## src/core/pbg_pkg.sv

```systemverilog
// Functional notes
// - Eight-pin port with per-pin direction register
// - Direction bit one tristates the pin
// - Direction bit zero drives latch value
// - Output latch readable, returns latch contents
// - Global active-low pull-up bit enables all
// - Output pins never get pull-up
// - Pull-ups disabled after power-on reset
// - Reset makes inputs; pins 2,3 analog option
// - Pins 0,1,4-7 shared with PWM outputs
// - Pins 2,3 shared with interrupt, comparator, oscillator
// - Only input-configured change pins are compared
// - Compare against values captured at port read
// - ORed mismatches set change flag bit 0
// - Enabled change interrupt raises wake request
// - Persisting mismatch keeps setting the flag
// - Port read refreshes reference values
// - Pin returning to old level ends mismatch
// - Enable bit 3, priority bit 0 of controls
package pbg_pkg;
  localparam logic [31:0] OFS_PINS = 32'h0000_0000;
  localparam logic [31:0] OFS_LATCH = 32'h0000_0004;
  localparam logic [31:0] OFS_DIR = 32'h0000_0008;
  localparam logic [31:0] OFS_ICR1 = 32'h0000_000C;
  localparam logic [31:0] OFS_ICR2 = 32'h0000_0010;
  localparam logic [31:0] OFS_ANSEL = 32'h0000_0014;
  localparam logic [31:0] OFS_FIRST = 32'h0000_0018;
  localparam int BIT_FLAG = 0;
  localparam int BIT_IEN = 3;
  localparam int BIT_PRIO = 0;
  localparam int BIT_PUDIS = 7;
  localparam logic [7:0] RST_DIR = 8'hFF;
  localparam logic [7:0] RST_LATCH = 8'h00;
  localparam logic [7:0] RST_ICR1 = 8'h00;
  localparam logic [7:0] RST_ICR2 = 8'h81;
  localparam logic [7:0] ANALOG_MASK = 8'h0C;
  localparam logic [7:0] CHANGE_MASK = 8'h0C;
  localparam logic [1:0] RESP_OKAY = 2'h0;
  localparam logic [1:0] RESP_SLVERR = 2'h2;
endpackage

```

## src/core/pbg_top.sv

```systemverilog
// Our own choices: register access over AXI4-Lite and the placing of the registers.
`timescale 1ns/1ps
`default_nettype none
module pbg_top (
  // Clock and reset
  input wire logic clock,
  input wire logic arst_n,
  // AXI4-Lite write channels
  input wire logic [31:0] s_axi_awaddr,
  input wire logic s_axi_awvalid,
  output logic s_axi_awready,
  input wire logic [31:0] s_axi_wdata,
  input wire logic [3:0] s_axi_wstrb,
  input wire logic s_axi_wvalid,
  output logic s_axi_wready,
  output logic [1:0] s_axi_bresp,
  output logic s_axi_bvalid,
  input wire logic s_axi_bready,
  // AXI4-Lite read channels
  input wire logic [31:0] s_axi_araddr,
  input wire logic s_axi_arvalid,
  output logic s_axi_arready,
  output logic [31:0] s_axi_rdata,
  output logic [1:0] s_axi_rresp,
  output logic s_axi_rvalid,
  input wire logic s_axi_rready,
  // Second port pins
  input wire logic [7:0] second_port_pins_in,
  output logic [7:0] second_port_pins_out,
  output logic [7:0] second_port_pins_oe,
  output logic [7:0] pullup_en,
  output logic [7:0] analog_sel,
  // First port change pins and their direction
  input wire logic [1:0] first_port_pins_in,
  input wire logic [1:0] first_port_dir,
  input wire logic first_port_read,
  // Configuration and PWM sharing
  input wire logic timer_osc_pin_select,
  input wire logic [7:0] pwm_out,
  input wire logic [7:0] pwm_own,
  // Interrupt
  output logic change_irq,
  output logic change_irq_high,
  output logic wake_req
);
  logic [7:0] second_port_direction;
  logic [7:0] second_port_output_latch;
  logic [7:0] interrupt_ctrl_reg1;
  logic [7:0] interrupt_ctrl_reg2;
  logic [7:0] analog_cfg;
  logic cfg_loaded;
  logic change_irq_flag;
  logic [31:0] aw_addr;
  logic [31:0] w_data;
  logic aw_have;
  logic w_have;
  logic do_write;
  logic do_read;
  logic port_touch;
  logic [3:0] cur_val;
  logic [3:0] cur_in;
  logic [3:0] ref_val;
  logic [3:0] diff;
  logic mismatch;
  logic [31:0] next_rdata;

  // Byte address match on a word-aligned register
  function automatic logic hit(input logic [31:0] a, input logic [31:0] ofs);
    hit = (a[31:2] == ofs[31:2]);
  endfunction

  function automatic logic mapped(input logic [31:0] a);
    mapped = hit(a, pbg_pkg::OFS_PINS) || hit(a, pbg_pkg::OFS_LATCH) ||
      hit(a, pbg_pkg::OFS_DIR) || hit(a, pbg_pkg::OFS_ICR1) ||
      hit(a, pbg_pkg::OFS_ICR2) || hit(a, pbg_pkg::OFS_ANSEL) ||
      hit(a, pbg_pkg::OFS_FIRST);
  endfunction

  assign do_write = aw_have && w_have && !s_axi_bvalid;
  assign do_read = s_axi_arvalid && s_axi_arready;

  // Write address and data taken separately, in either order
  always_ff @(posedge clock or negedge arst_n) begin
    if (!arst_n) begin
      aw_have <= 1'b0;
      aw_addr <= '0;
      s_axi_awready <= 1'b0;
    end else if (do_write) begin
      aw_have <= 1'b0;
      s_axi_awready <= 1'b0;
    end else if (s_axi_awvalid && s_axi_awready) begin
      aw_have <= 1'b1;
      aw_addr <= s_axi_awaddr;
      s_axi_awready <= 1'b0;
    end else begin
      s_axi_awready <= !aw_have && !s_axi_bvalid;
    end
  end

  always_ff @(posedge clock or negedge arst_n) begin
    if (!arst_n) begin
      w_have <= 1'b0;
      w_data <= '0;
      s_axi_wready <= 1'b0;
    end else if (do_write) begin
      w_have <= 1'b0;
      s_axi_wready <= 1'b0;
    end else if (s_axi_wvalid && s_axi_wready) begin
      w_have <= 1'b1;
      w_data <= s_axi_wstrb[0] ? s_axi_wdata : 32'h0000_0000;
      s_axi_wready <= 1'b0;
    end else begin
      s_axi_wready <= !w_have && !s_axi_bvalid;
    end
  end

  // Write response one cycle after both halves are in
  always_ff @(posedge clock or negedge arst_n) begin
    if (!arst_n) begin
      s_axi_bvalid <= 1'b0;
      s_axi_bresp <= pbg_pkg::RESP_OKAY;
    end else if (do_write) begin
      s_axi_bvalid <= 1'b1;
      s_axi_bresp <= mapped(aw_addr) ? pbg_pkg::RESP_OKAY : pbg_pkg::RESP_SLVERR;
    end else if (s_axi_bready) begin
      s_axi_bvalid <= 1'b0;
    end
  end

  // Direction register, all inputs after reset
  always_ff @(posedge clock or negedge arst_n) begin
    if (!arst_n) begin
      second_port_direction <= pbg_pkg::RST_DIR;
    end else if (do_write && hit(aw_addr, pbg_pkg::OFS_DIR)) begin
      second_port_direction <= w_data[7:0];
    end
  end

  // Output latch written through either the latch or the port address
  always_ff @(posedge clock or negedge arst_n) begin
    if (!arst_n) begin
      second_port_output_latch <= pbg_pkg::RST_LATCH;
    end else if (do_write && (hit(aw_addr, pbg_pkg::OFS_LATCH) ||
                              hit(aw_addr, pbg_pkg::OFS_PINS))) begin
      second_port_output_latch <= w_data[7:0];
    end
  end

  // First control register; its bit 0 is shown from the change flag instead
  always_ff @(posedge clock or negedge arst_n) begin
    if (!arst_n) begin
      interrupt_ctrl_reg1 <= pbg_pkg::RST_ICR1;
    end else if (do_write && hit(aw_addr, pbg_pkg::OFS_ICR1)) begin
      interrupt_ctrl_reg1 <= w_data[7:0];
    end
  end

  // Second control register; pull-ups start disabled, priority high
  always_ff @(posedge clock or negedge arst_n) begin
    if (!arst_n) begin
      interrupt_ctrl_reg2 <= pbg_pkg::RST_ICR2;
    end else if (do_write && hit(aw_addr, pbg_pkg::OFS_ICR2)) begin
      interrupt_ctrl_reg2 <= w_data[7:0];
    end
  end

  // The strap is caught once, on the first clock after reset release
  always_ff @(posedge clock or negedge arst_n) begin
    if (!arst_n) begin
      cfg_loaded <= 1'b0;
    end else begin
      cfg_loaded <= 1'b1;
    end
  end

  // Analog select: strap default first, then software may change pins 2 and 3
  always_ff @(posedge clock or negedge arst_n) begin
    if (!arst_n) begin
      analog_cfg <= 8'h00;
    end else if (!cfg_loaded) begin
      analog_cfg <= timer_osc_pin_select ? 8'h00 : pbg_pkg::ANALOG_MASK;
    end else if (do_write && hit(aw_addr, pbg_pkg::OFS_ANSEL)) begin
      analog_cfg <= w_data[7:0] & pbg_pkg::ANALOG_MASK;
    end
  end

  // A bus access to the port, read or write, refreshes the reference
  assign port_touch = (do_read && hit(s_axi_araddr, pbg_pkg::OFS_PINS)) ||
    (do_write && hit(aw_addr, pbg_pkg::OFS_PINS)) || first_port_read;

  assign cur_val = {second_port_pins_in[3:2], first_port_pins_in};
  assign cur_in = {second_port_direction[3:2], first_port_dir};

  pbg_ref #(
    .W(4)
  ) u_ref (
    .clock(clock),
    .arst_n(arst_n),
    .load(port_touch),
    .value(cur_val),
    .held(ref_val)
  );

  // Per-pin mismatch, kept apart so a single pin can be traced
  assign diff = (cur_val ^ ref_val) & cur_in;
  // Combinational, so a pin going back clears its mismatch by itself
  assign mismatch = |diff;

  // Flag set wins over a software clear while the mismatch lasts
  always_ff @(posedge clock or negedge arst_n) begin
    if (!arst_n) begin
      change_irq_flag <= 1'b0;
    end else if (mismatch) begin
      change_irq_flag <= 1'b1;
    end else if (do_write && hit(aw_addr, pbg_pkg::OFS_ICR1)) begin
      change_irq_flag <= w_data[pbg_pkg::BIT_FLAG];
    end
  end

  // Read data registered; port reads give pin levels
  always_comb begin
    next_rdata = 32'h0000_0000;
    if (hit(s_axi_araddr, pbg_pkg::OFS_PINS)) begin
      next_rdata[7:0] = second_port_pins_in;
    end else if (hit(s_axi_araddr, pbg_pkg::OFS_LATCH)) begin
      next_rdata[7:0] = second_port_output_latch;
    end else if (hit(s_axi_araddr, pbg_pkg::OFS_DIR)) begin
      next_rdata[7:0] = second_port_direction;
    end else if (hit(s_axi_araddr, pbg_pkg::OFS_ICR1)) begin
      next_rdata[7:0] = interrupt_ctrl_reg1;
      next_rdata[pbg_pkg::BIT_FLAG] = change_irq_flag;
    end else if (hit(s_axi_araddr, pbg_pkg::OFS_ICR2)) begin
      next_rdata[7:0] = interrupt_ctrl_reg2;
    end else if (hit(s_axi_araddr, pbg_pkg::OFS_ANSEL)) begin
      next_rdata[7:0] = analog_cfg;
    end else if (hit(s_axi_araddr, pbg_pkg::OFS_FIRST)) begin
      next_rdata[1:0] = first_port_pins_in;
    end
  end

  // Read handshake; a new address is taken only once the answer is gone
  always_ff @(posedge clock or negedge arst_n) begin
    if (!arst_n) begin
      s_axi_arready <= 1'b0;
      s_axi_rvalid <= 1'b0;
    end else if (do_read) begin
      s_axi_arready <= 1'b0;
      s_axi_rvalid <= 1'b1;
    end else if (s_axi_rvalid) begin
      s_axi_arready <= 1'b0;
      if (s_axi_rready) begin
        s_axi_rvalid <= 1'b0;
      end
    end else begin
      s_axi_arready <= 1'b1;
    end
  end

  // Read data and response, held unchanged while the answer waits
  always_ff @(posedge clock or negedge arst_n) begin
    if (!arst_n) begin
      s_axi_rdata <= '0;
      s_axi_rresp <= pbg_pkg::RESP_OKAY;
    end else if (do_read) begin
      s_axi_rdata <= next_rdata;
      s_axi_rresp <= mapped(s_axi_araddr) ? pbg_pkg::RESP_OKAY : pbg_pkg::RESP_SLVERR;
    end
  end

  // Pins driven this cycle: outputs, and PWM on the pins it may own
  function automatic logic [7:0] driven(input logic [7:0] dir, input logic [7:0] own);
    driven = ~dir | (own & ~pbg_pkg::CHANGE_MASK);
  endfunction

  // Drive value; PWM takes over pins 0,1,4-7 when it owns them
  always_ff @(posedge clock or negedge arst_n) begin
    if (!arst_n) begin
      second_port_pins_out <= 8'h00;
    end else begin
      for (int i = 0; i < 8; i++) begin
        if (pwm_own[i] && !pbg_pkg::CHANGE_MASK[i]) begin
          second_port_pins_out[i] <= pwm_out[i];
        end else begin
          second_port_pins_out[i] <= second_port_output_latch[i];
        end
      end
    end
  end

  // Output enable; a direction bit of one leaves the pin floating unless PWM owns it (pins 0,1,4-7)
  always_ff @(posedge clock or negedge arst_n) begin
    if (!arst_n) begin
      second_port_pins_oe <= 8'h00;
    end else begin
      second_port_pins_oe <= driven(second_port_direction, pwm_own);
    end
  end

  // Pull-ups under the active-low control; a PWM pin counts as driven too,
  // so the weak pull-up never fights the latch or PWM driver on the pad
  always_ff @(posedge clock or negedge arst_n) begin
    if (!arst_n) begin
      pullup_en <= 8'h00;
    end else begin
      pullup_en <= ~driven(second_port_direction, pwm_own) &
        {8{!interrupt_ctrl_reg2[pbg_pkg::BIT_PUDIS]}};
    end
  end

  // Analog selection only while the pin is an input
  always_ff @(posedge clock or negedge arst_n) begin
    if (!arst_n) begin
      analog_sel <= 8'h00;
    end else begin
      analog_sel <= analog_cfg & second_port_direction;
    end
  end

  // Interrupt to the core: flag gated by its enable
  always_ff @(posedge clock or negedge arst_n) begin
    if (!arst_n) begin
      change_irq <= 1'b0;
    end else begin
      change_irq <= change_irq_flag && interrupt_ctrl_reg1[pbg_pkg::BIT_IEN];
    end
  end

  // High-priority copy, raised only while the priority bit is set
  always_ff @(posedge clock or negedge arst_n) begin
    if (!arst_n) begin
      change_irq_high <= 1'b0;
    end else begin
      change_irq_high <= change_irq_flag && interrupt_ctrl_reg1[pbg_pkg::BIT_IEN] &&
        interrupt_ctrl_reg2[pbg_pkg::BIT_PRIO];
    end
  end

  // Wake request ignores any global enable, so Sleep and Idle can always end
  always_ff @(posedge clock or negedge arst_n) begin
    if (!arst_n) begin
      wake_req <= 1'b0;
    end else begin
      wake_req <= change_irq_flag && interrupt_ctrl_reg1[pbg_pkg::BIT_IEN];
    end
  end
endmodule
`default_nettype wire

```

## src/core/pbg_ref.sv

```systemverilog
`timescale 1ns/1ps
`default_nettype none
// Reference store for the change comparison, refreshed on a port read
module pbg_ref #(
  parameter int W = 4
) (
  // Clock and reset
  input wire logic clock,
  input wire logic arst_n,
  // Capture
  input wire logic load,
  input wire logic [W-1:0] value,
  output logic [W-1:0] held
);
  // Last captured levels; they only move while load is high (a port read or write)
  always_ff @(posedge clock or negedge arst_n) begin
    if (!arst_n) begin
      held <= '0;
    end else if (load) begin
      held <= value;
    end
  end
endmodule
`default_nettype wire

```

## config.mk

```make
export PLATFORM = sky130hd
export DESIGN_NAME = pbg_top
export DESIGN_NICKNAME = d
export VERILOG_FILES = /design/src/core/pbg_pkg.sv /design/src/core/pbg_top.sv /design/src/core/pbg_ref.sv
export SDC_FILE = /design/constraint.sdc
export NUM_CORES = 1
export LEC_CHECK = 0
export ABC_AREA = 1
export BUFFER_PORTS_ARGS = -buffer_cell sky130_fd_sc_hd__buf_2
export CORE_UTILIZATION = 53
export CTS_CLUSTER_SIZE = 25
export DETAILED_ROUTE_END_ITERATION = 7
export PLACE_DENSITY = 0.85
export SLEW_MARGIN = 20
export SYNTH_ARGS = -nofsm -noshare
export SYNTH_HDL_FRONTEND = slang
export SYNTH_HIERARCHICAL = 1
export SYNTH_SLANG_ARGS = --single-unit
```

## constraint.sdc

```tcl
create_clock -name clock -period 3.4 [get_ports clock]
set_clock_uncertainty 0.1 [all_clocks]
set_input_delay 0.17 -clock clock [delete_from_list [all_inputs] [get_ports clock]]
set_output_delay 0.17 -clock clock [all_outputs]
set_load 0.05 [all_outputs]
```

## Yosys cells after proc, flatten, opt, wreduce, memory -nomap -nowiden

Index checks and enable logic that the tools add are counted.
Widths: inputs -> output; s select.

| operators by class | value |
|---|---|
| equal/unequal tests | 13 |
| multiplexer cells | 37 |
| bitwise operators | 8 |
| reductions and logical operators | 43 |

Operator list:

| cell | count |
|---|---|
| $eq 30x3->1 const B | 6 |
| $eq 30x2->1 const B | 4 |
| $mux 8 | 8 |
| $eq 30x1->1 const B | 2 |
| $logic_not 30->1 | 2 |
| $mux 1 | 23 |
| $and 8x8->8 | 2 |
| $logic_and 1x1->1 | 16 |
| $not 8->8 | 2 |
| $logic_or 1x1->1 | 14 |
| $mux 2 | 4 |
| $or 8x8->8 | 1 |
| $reduce_bool 2->1 | 4 |
| $mux 6 | 1 |
| $and 4x4->4 | 1 |
| $logic_not 1->1 | 4 |
| $mux 4 | 1 |
| $reduce_and 2->1 | 2 |
| $reduce_or 4->1 | 1 |
| $xor 4x4->4 | 1 |
| $ne 2x1->1 const B | 1 |
| $not 1->1 | 1 |

| word-level totals | value |
|---|---|
| register bits after elaboration | 139 |
| bits of input ports | 137 |

## Longest topological paths before layout

Gate-level depths: netlist (run 1).

| logic depth | value |
|---|---|
| word-level depth | 8 |
| mapped depth | 13 |

## Cells and area by module

The synthesis (run 1) kept the hierarchy.

Modules (own cells, without submodules):

| module | instances | cells an instance | area each (µm²) | sequential area each (µm²) |
|---|---|---|---|---|
| pbg_top | 1 | 626 | 5,595.4 | 2,965.3 |
| pbg_ref | 1 | 17 | 148.9 | 100.1 |

## Worst setup path after synthesis (run 1)

No wires, ideal clock.

| timing path | value |
|---|---|
| kind | register to register |
| from | reg aw_addr[21] |
| to | reg u_ref.held[0] |
| library setup time | 117 ps |
| arrival | 1,921 ps |
| data required time | 3,183 ps |
| setup slack | 1,263 ps |
| cell stages (with the launch flop) | 8 |
| path buffers | 0 |
| path through | dfrtp_1 -> or2_1 -> nor4_4 -> nand2_1 -> o31ai_1 -> inv_2 -> nand2_1 -> nand2_1 |

| between the ends | value |
|---|---|
| longest elaborated chain between the ends | 4 |

Ends and longest elaborated chain:

| element | RTL line | RTL |
|---|---|---|
| start, declared | pbg_top.sv:53 | `logic [31:0] aw_addr;` |
| start signal, assigned | pbg_top.sv:93 | `aw_addr <= s_axi_awaddr;` |
| $logic_not 30->1 | pbg_top.sv:69 | `hit = (a[31:2] == ofs[31:2]);` |
| $logic_and 1x1->1 | pbg_top.sv:189 | `(do_write && hit(aw_addr, pbg_pkg::OFS_PINS)) \|\| first_port_read;` |
| $logic_or 1x1->1 | pbg_top.sv:188 | `assign port_touch = (do_read && hit(s_axi_araddr, pbg_pkg::OFS_PINS)) \|\|` |
| $logic_or 1x1->1 | pbg_top.sv:189 |  |
| net port_touch | pbg_top.sv:59 | `logic port_touch;` |
| end signal, assigned | pbg_ref.sv:20 | `held <= value;` |
| end, declared | pbg_ref.sv:13 | `output logic [W-1:0] held` |

The timed path passes the listed nets, and every way through them passes these cells.
A chain may end at the register's enable or synchronous reset.

## Final worst setup path (run 1)

| timing path | value |
|---|---|
| from | reg aw_addr[10] |
| to | reg u_ref.held[3] |

Same word-level chain as after synthesis.

==> metrics, run 1 <==
Critical Path RT=around 3800 ps; Inserted Clock Buffers=17; Seq/Total Area, Yosys=53.4%; area occupied by multi-input gates=between 2000 and 2500 um2; run status=complete, no violations; Worst VDD drop=between 0.5 and 0.6 mV; grt ovf=0; Cell Area, Synth=roughly 5700 um2; Core Box Area=10400 um2; Detailed Route Iter0 Violations=approximately 290; hold buffers post-CTS=85; Sink Count=roughly 120; Reg clk slew, reported paths=60 ps; Yosys reg bits=around 120; crit path DAT=3130 ps; P_leak=4.02 nW; pre-CTS setup slack=1120 ps; IO Port Bufs=approximately 150; met1 usage=a little under a third; drt pass-1 iters=5; worst-margin pin slew=between 800 and 900 ps; grt met2 use=51.9%; Slew HR=41.0%; IO Pins=between 200 and 250; Wirelength per Cell=between 10 and 15 um; CP Capture Type=flip-flop; GR peak layer=met2; hold path depth=5; fin crit period=roughly 2800 ps; PostCTS Resize Cnt=0; PD cells=604 nW/um2; initial antenna violation count=0; Synth Instances=between 600 and 700; M3 GR Usage=6.50%; worst skew pair latency=about 530 ps; Peak Freq=~360 MHz; post-route DRC violation count=0; max-slew violations=0; Min-Delay Path Class=input pin to flip-flop; Rows=37; Worst setup SP type=flip-flop; GRT Util Overall=28.0%; Avg Cell Area, Syn=8.93 um2; setup violators final=0; setup TNS=0 ps; CP Class=flip-flop to flip-flop; ANT cells=0; max cap viols=0; Reg2Reg Depth=9; initial core utilization=~55%; vias per cell=4.94; RSZ-0062 raised after global routing=false; vias in the first global route=between 5000 and 6000; Placer Congestion=0.782; # fillers=between 600 and 700; Layout Nets=between 1000 and 1500; Detailed Route WL=~15000 um; H-tree Lvls=4; pin count of the biggest net entering global routing=73; P&R area growth vs syn=37.6%; routed vias=5084; clock buffer depth=2; Die Area=~11000 um2; FF+latch area=3070 um2; Clk Tree Root Cell=clkbuf_8; CTS tree=done; maximum net fanout on the critical path=5; Die Wd=106 um; Final HPWL DP=about 8700 um; Final Hold Vio Count=0; setup ws final=approximately 640 ps; antenna viol nets, final=0; Synth warnings=6; period utilization=roughly four fifths; ratio of cells with drive above 1 in the final layout=between 20% and 30%; postcts setup bufs=0; Synth cell types=33; first-pass GRT wire length=approximately 24000 um; die height=106 um
[worst paths after layout]
check / to / slack [ps] / startpoint
worst min-delay path: u_ref/held[2] / 6 / first_port_read
min in group asynchronous: w_data[6] / 220 / arst_n
worst max register to register: u_ref/held[3] / 640 / aw_addr[10]
worst min register to register: second_port_pins_out[3] / 340 / second_port_output_latch[3]
worst max-delay path: u_ref/held[3] / 640 / aw_addr[10]
max in group asynchronous: second_port_direction[3] / 2170 / arst_n
[Yosys cell counts (all sizes together)]
cell type,number,area share [%]
nor3,6,0.72
nand4,6,1.4
mux2,22,4.3
nor4,4,0.70
inv,74,4.8
nand3,26,2.4
nor3b,1,0.13
clkbuf,3,0.20
buf,44,5.8
or2,10,1.1
o21ai,62,7.0
dfrtp,112,49
xnor2,1,0.15
dfstp,10,4.6
o31ai,1,0.13
nand2,163,11
and3,1,0.11
a21boi,2,0.26
conb,2,0.13
nor2,69,4.6
a21oi,24,2.1
[cell usage in the layout, fill, tap and decap left out, types with 24 or more instances in the layout]
cell type,count
a21oi_1,24
nand2_1,163
o21ai_2,24
conb_1,33
dfrtp_1,112
inv_1,72
nand3_1,25
nor2_1,67
o21ai_0,31
buf_2,144
dlygate4sd3_1,85
[registers in the layout, summed over array words and instances (netlist names), 2 cells and up]
| register | flops |
|---|---|
| analog_cfg | 2 |
| analog_sel | 2 |
| aw_addr | 30 |
| interrupt_ctrl_reg1 | 7 |
| interrupt_ctrl_reg2 | 8 |
| pullup_en | 8 |
| s_axi_rdata | 8 |
| second_port_direction | 8 |
| second_port_output_latch | 8 |
| second_port_pins_oe | 8 |
| second_port_pins_out | 8 |
| u_ref/held | 4 |
| w_data | 8 |
[cell type report]
class | count | area share, %
Tap cell | 136 | 2.15
Clock inverter | 15 | 2.25
Timing Repair Buffer | 234 | 20.5
Inverter | 74 | 3.52
Multi-Input combinational cell | 431 | 27.5
Sequential cell | 122 | 38.8
Clock buffer | 17 | 5.24
[metrics by stage]
| step | power (mW) | cells | hold WS [ps] | utilization [%] | cell area, um2 |
|---|---|---|---|---|---|
| after floorplan | 2.63 | 674 | -226 | - | 5860 |
| after CTS | 4.73 | 1029 | 11.9 | 75.9 | 7900 |
| final | 4.77 | 1029 | 5.83 | 75.9 | 7900 |
| after detailed placement | 2.86 | 912 | 244 | 62.0 | 6460 |
| after global routing | 4.98 | 1029 | 65.5 | 75.9 | 7900 |
| after global placement | 2.82 | 912 | 248 | 62.0 | 6460 |
[critical path: stages (launching register included)]
cell and delay [ps]:
dfrtp_1 410, nor2_1 80, nor3b_1 210, nand3_1 170, inv_1 270, nand2_1 120
o31ai_1 580, nand2_1 100, dlygate4sd3_1 590, nand2_1 70
[cells by family (layout without fill, tap and decap cells)]
| kind of cell | Yosys count | after routing | synth area share [%] |
|---|---|---|---|
| simple gates | 286 | 286 | 21.8 |
| flops | 122 | 122 | 53.4 |
| buf+inv | 121 | 340 | 10.8 |
| compound gates | 89 | 89 | 9.45 |
| mux | 22 | 22 | 4.31 |
| other cells | 2 | 33 | 0.131 |
| xor+xnor | 1 | 1 | 0.153 |
[report_power, final]
group	switching, mW	internal, mW
clock	0.731	1.07
sequential	0.150	1.73
combinational	0.697	0.392
total	1.58	3.19
[layer usage]
metal	up-vias	routed length (um)
met2	224	7890
met4	0	287
met3	30	1090
met5	-	0
met1	2380	5680
li1	2450	-
No activity file was read; power rests on OpenSTA's default activity.
==> run 2, diff against run 1 <==
Settings changed: CORE_UTILIZATION 53 to 45, PLACE_DENSITY 0.85 to 0.77.
Clock period 3.4 ns to 2.51 ns, I/O delays scaled along.
==> metrics, run 2 (synthesis results as in run 1) <==
vias per cell=4.61 (-6.7%); worst-margin pin slew=722 ps (-163 ps); Rows=40 (+8.1%); H-tree Lvls=4 (unchanged); die height=115 um (+8.4%); Worst VDD drop=0.603 mV (+18%); M1 wire length=5850 um (+3.1%); RSZ-0062 raised after global routing=false; Min-Delay Path Class=input pin to flip-flop; max-slew violations=0 (unchanged); Critical Path RT=2710 ps (-1050 ps); pre-CTS setup slack=455 ps (-661 ps); fin crit period=2090 ps (-674 ps); routed vias=4905 (-3.5%); Inserted Clock Buffers=17 (unchanged); setup violators final=0 (unchanged); max cap viols=0 (unchanged); grt ovf=0 (unchanged); worst skew pair latency=410 ps (-120 ps); GRT Util Overall=22.8% (-5.2 points); Top Layer Used=met4; setup TNS=0 ps (unchanged); Slew HR=51.9% (+11 points); IO Pins=213 (unchanged); PD cells=806 nW/um2 (+34%); Clk Tree Root Cell=clkbuf_16; ANT cells=0 (unchanged); hold path depth=5 (unchanged); Final Hold Vio Count=0 (unchanged); met2 wire length=7060 um (-10%); Die Wd=115 um (+8.4%); PostCTS Resize Cnt=0 (unchanged); maximum net fanout on the critical path=5 (unchanged); setup ws final=420 ps (-216 ps); initial core utilization=47.0% (-8.1 points); run status=complete, no violations; Placer Congestion=0.784 (+0.23%); CTS tree=done; Core Box Area=12200 um2 (+17%); Reg with most FFs=aw_addr; drt pass-1 iters=5 (unchanged); initial antenna violation count=0 (unchanged); Sink Count=122 (unchanged); Reg clk slew, reported paths=60 ps (about the same); Die Area=13200 um2 (+17%); Min Hold Slack=8.00 ps (+2.18 ps); # fillers=955 (+43%); Layout Nets=1020 (+0.29%); Final HPWL DP=8750 um (about the same); P&R area growth vs syn=38.7%; commonest non-fill, non-tap cell in the layout=nand2_1; antenna viol nets, final=0 (unchanged); Worst setup SP type=flip-flop; vias in the first global route=4814 (-8.0%); Final Util=65.3% (-11 points); clock buffer depth=2 (unchanged); met3 routed WL=929 um (-14%); Peak Freq=479 MHz (+32%); CP Capture Type=flip-flop; Tot Pwr=6.43 mW (+35%); Detailed Route WL=14100 um (-5.7%); CP Class=flip-flop to flip-flop; ratio of cells with drive above 1 in the final layout=29.2% (+0.69 points); crit path DAT=2290 ps (-840 ps); Reg2Reg Depth=10 (+1); first-pass GRT wire length=22800 um (-6.8%); period utilization=83.3% (+2.0 points); post-route DRC violation count=0 (unchanged); Wirelength per Cell=13.2 um (-8.8%); pin count of the biggest net entering global routing=55 (-25%); IO Port Bufs=145 (unchanged); Detailed Route Iter0 Violations=287 (-2.0%); max FFs per register=30 (unchanged); most frequent cells in the layout=nand2_1 (163), buf_2 (144), dfrtp_1 (112), dlygate4sd3_1 (81), inv_1 (72); P_leak=4.05 nW (+0.72%)
run 2: cell types whose count changed in the layout (fill, tap and decap cells not counted):
cell,before,now
buf_4,4,10
inv_6,8,2
dlygate4sd3_1,85,81
clkinv_2,0,3
clkinv_4,2,4
inv_8,2,0
buf_12,1,2
clkbuf_16,16,17
clkbuf_8,1,2
clkinvlp_4,1,2
run 2: area by class of cell:
type	instances	area (um2)	share of cell area (%)
well taps	168	210	2.64
inverters	74	278	3.49
flip-flops and latches	122	3070	38.5
repair buffers	237	1650	20.7
clock buffers	19	453	5.68
clock inverters	13	143	1.79
multi-input cells	431	2170	27.3
run 2: per-stage QoR:
stage               instances  instance area [um2]
global route             1064                 7970
floorplan                 674                 5860
CTS                      1064                 7970
global placement          951                 6560
finish                   1064                 7970
detailed placement        951                 6560
run 2: final timing paths:
check | slack (ps) | start | endpoint
setup / recovery | 420 | aw_addr[11] | u_ref/held[3]
hold / removal | 8 | timer_osc_pin_select | analog_cfg[3]
setup reg to reg | 420 | aw_addr[11] | u_ref/held[3]
hold reg to reg | 330 | second_port_output_latch[3] | second_port_pins_out[3]
max in group asynchronous | 1390 | arst_n | second_port_direction[5]
min in group asynchronous | 200 | arst_n | aw_addr[19]
run 2: worst max-delay path, stage by stage (launching register included):
cell and delay, ps:
dfrtp_1 390, nor2_1 100, nor3b_1 240, nand3_1 160, inv_1 280, nand2_1 120, o31ai_1 230, buf_4 190
inv_2 50, nand2_1 60, nand2_1 50
run 2: metal layers:
metal  vias up  global-route usage [%]
li1       2465                       -
met1      2241                    26.0
met2       176                    39.6
met3        23                    7.38
met4         0                    9.18
met5         -                       0
run 2: report_power, final:
part / internal (mW) / switching (mW) / total (mW)
Combinational: 0.545 / 0.927 / 1.47
Sequential: 2.34 / 0.193 / 2.54
Clock: 1.52 / 0.903 / 2.42
Total: 4.40 / 2.02 / 6.43
run 2: what timing repair did:
action                                  4_1_cts  5_1_grt
endpoints found under the setup margin        0        0
hold endpoints to repair                    124        0
setup buffers                                 0        0
hold buffers                                 81        0
==> run 3, diff against run 2 <==
Clock period 2.51 ns to 1.8 ns, I/O delays scaled along.
==> metrics, run 3 (synthesis results as in run 1) <==
setup violators final=0 (unchanged); H-tree Lvls=4 (unchanged); vias per cell=4.65 (+0.80%); Wirelength per Cell=13.3 um (+0.13%); Layout Nets=1032 (+1.2%); IO Pins=213 (unchanged); Placed Area=6790 um2 (+3.5%); period utilization=99.7% (+16 points); CTS tree=done; fin crit period=1790 ps (-295 ps); Hold Path Origin=first_port_dir[0]; Final HPWL DP=9080 um (+3.8%); ANT cells=0 (unchanged); crit path DAT=2000 ps (-290 ps); run status=complete, no violations; Detailed Route WL=14300 um (+1.3%); Sink Count=122 (unchanged); IO Port Bufs=145 (unchanged); maximum net fanout on the critical path=16 (+11); worst skew pair latency=420 ps (about the same); CP Class=flip-flop to flip-flop; CP dominant cell by count=buf_4; initial antenna violation count=0 (unchanged); Final Hold Vio Count=0 (unchanged); max-slew violations=0 (unchanged); worst path cell trace=nor2_2 -> nand3_2 -> buf_4 -> nor4_1 -> buf_4 -> nand4_4 -> buf_12 -> nand2_1 -> o21ai_2; P&R area growth vs syn=42.3%; PD cells=1110 nW/um2 (+37%); Reg clk slew, reported paths=60 ps (about the same); Worst setup SP type=flip-flop; P_leak=4.18 nW (+3.1%); antenna viol nets, final=0 (unchanged); Clk Tree Root Cell=clkbuf_16; CP Capture Type=flip-flop; clock buffer depth=2 (unchanged); grt ovf=0 (unchanged); Peak Freq=557 MHz (+16%); Detailed Route Iter0 Violations=318 (+11%); max FFs per register=30 (unchanged); Core Box Area=12200 um2 (unchanged); CP startpoint=aw_addr[6]; routed vias=5000 (+1.9%); RSZ-0062 raised after global routing=true; initial core utilization=47.0% (unchanged); Rows=40 (unchanged); Worst VDD drop=1.01 mV (+68%); die height=115 um (unchanged); Die Area=13200 um2 (unchanged); drt pass-1 iters=6 (+1); Reg with most FFs=aw_addr; Min-Delay Path Class=input pin to flip-flop; vias in the first global route=4846 (+0.66%); Placer Congestion=0.836 (+6.7%); Top delay family on crit path=simple AND/OR/NAND/NOR gates; most frequent cells in the layout=nand2_1 (160), buf_2 (144), dfrtp_1 (111), dlygate4sd3_1 (77), inv_1 (72); Max stage delay on crit path=400 ps (about the same); slowest library cell on the worst path=dfrtp_1; max cap viols=0 (unchanged); GRT Util Overall=23.1% (+0.35 points); pin count of the biggest net entering global routing=41 (-25%); ratio of cells with drive above 1 in the final layout=31.5% (+2.3 points); Die Wd=115 um (unchanged); Min Hold Slack=45.8 ps (+37.8 ps); Critical Path RT=2000 ps (-710 ps); Buf/Inv on CP=3 (unchanged); Inserted Clock Buffers=17 (unchanged); post-route DRC violation count=0 (unchanged); first-pass GRT wire length=22900 um (+0.57%); commonest non-fill, non-tap cell in the layout=nand2_1; cell area after layout=8170 um2 (+2.5%); r2r startpoint=aw_addr[6]
-- run 3: routing by layer --
layer / global-route usage (%) / vias up / wire length, um
met5: 0 / - / 0
met1: 25.7 / 2336 / 5800
li1: - / 2481 / -
met3: 7.06 / 14 / 846
met2: 41.7 / 169 / 7430
met4: 8.57 / 0 / 183
-- run 3: layout make-up --
| type | count | area, um2 |
|---|---|---|
| Multi-Input combinational cell | 431 | 2230 |
| Clock inverter | 11 | 121 |
| Timing Repair Buffer | 249 | 1800 |
| Tap cell | 168 | 210 |
| Fill cell | 961 | 4040 |
| Inverter | 74 | 278 |
| Clock buffer | 21 | 460 |
| Sequential cell | 122 | 3070 |
-- run 3: per-stage QoR --
step	total power, mW	utilization, %	cells	setup WS, ps	setup TNS (ps)
finish	9.04	66.9	1076	5.07	0
CTS	9.02	66.9	1078	22.3	0
detailed placement	5.52	55.6	967	3.74	0
floorplan	5.01	-	674	-163	-3460
global placement	5.45	55.6	967	42.8	0
global route	9.47	66.9	1076	-138	-3060
-- run 3: where the power goes --
part	total, mW	internal [mW]	switching, mW
clock	3.31	2.10	1.21
combinational	2.17	0.813	1.35
sequential	3.57	3.27	0.296
-- run 3: worst register-to-register path, stage by stage (launching register included) --
cell     delay [ps]
dfrtp_1         400
nor2_2          160
nand3_2         120
buf_4           170
nor4_1          170
buf_4           160
nand4_4         100
buf_12          170
nand2_1          70
o21ai_2          50
-- run 3: path summary, 6_finish.rpt --
kind                                            end  slack (ps)  cells past startpoint
hold / removal                      change_irq_flag          50                      6
setup / recovery             interrupt_ctrl_reg2[3]           5                      9
hold reg to reg             second_port_pins_out[2]         310                      0
min in group asynchronous              s_axi_wready          60                      2
setup reg to reg             interrupt_ctrl_reg2[3]           5                      9
max in group asynchronous  second_port_direction[0]         880                      3
-- run 3: repair_timing --
item,4_1_cts,5_1_grt
setup endpoints to repair,8,41
endpoints found under the hold margin,192,0
buffers inserted,0,0
hold buffers,79,0
gates resized for setup,2,5
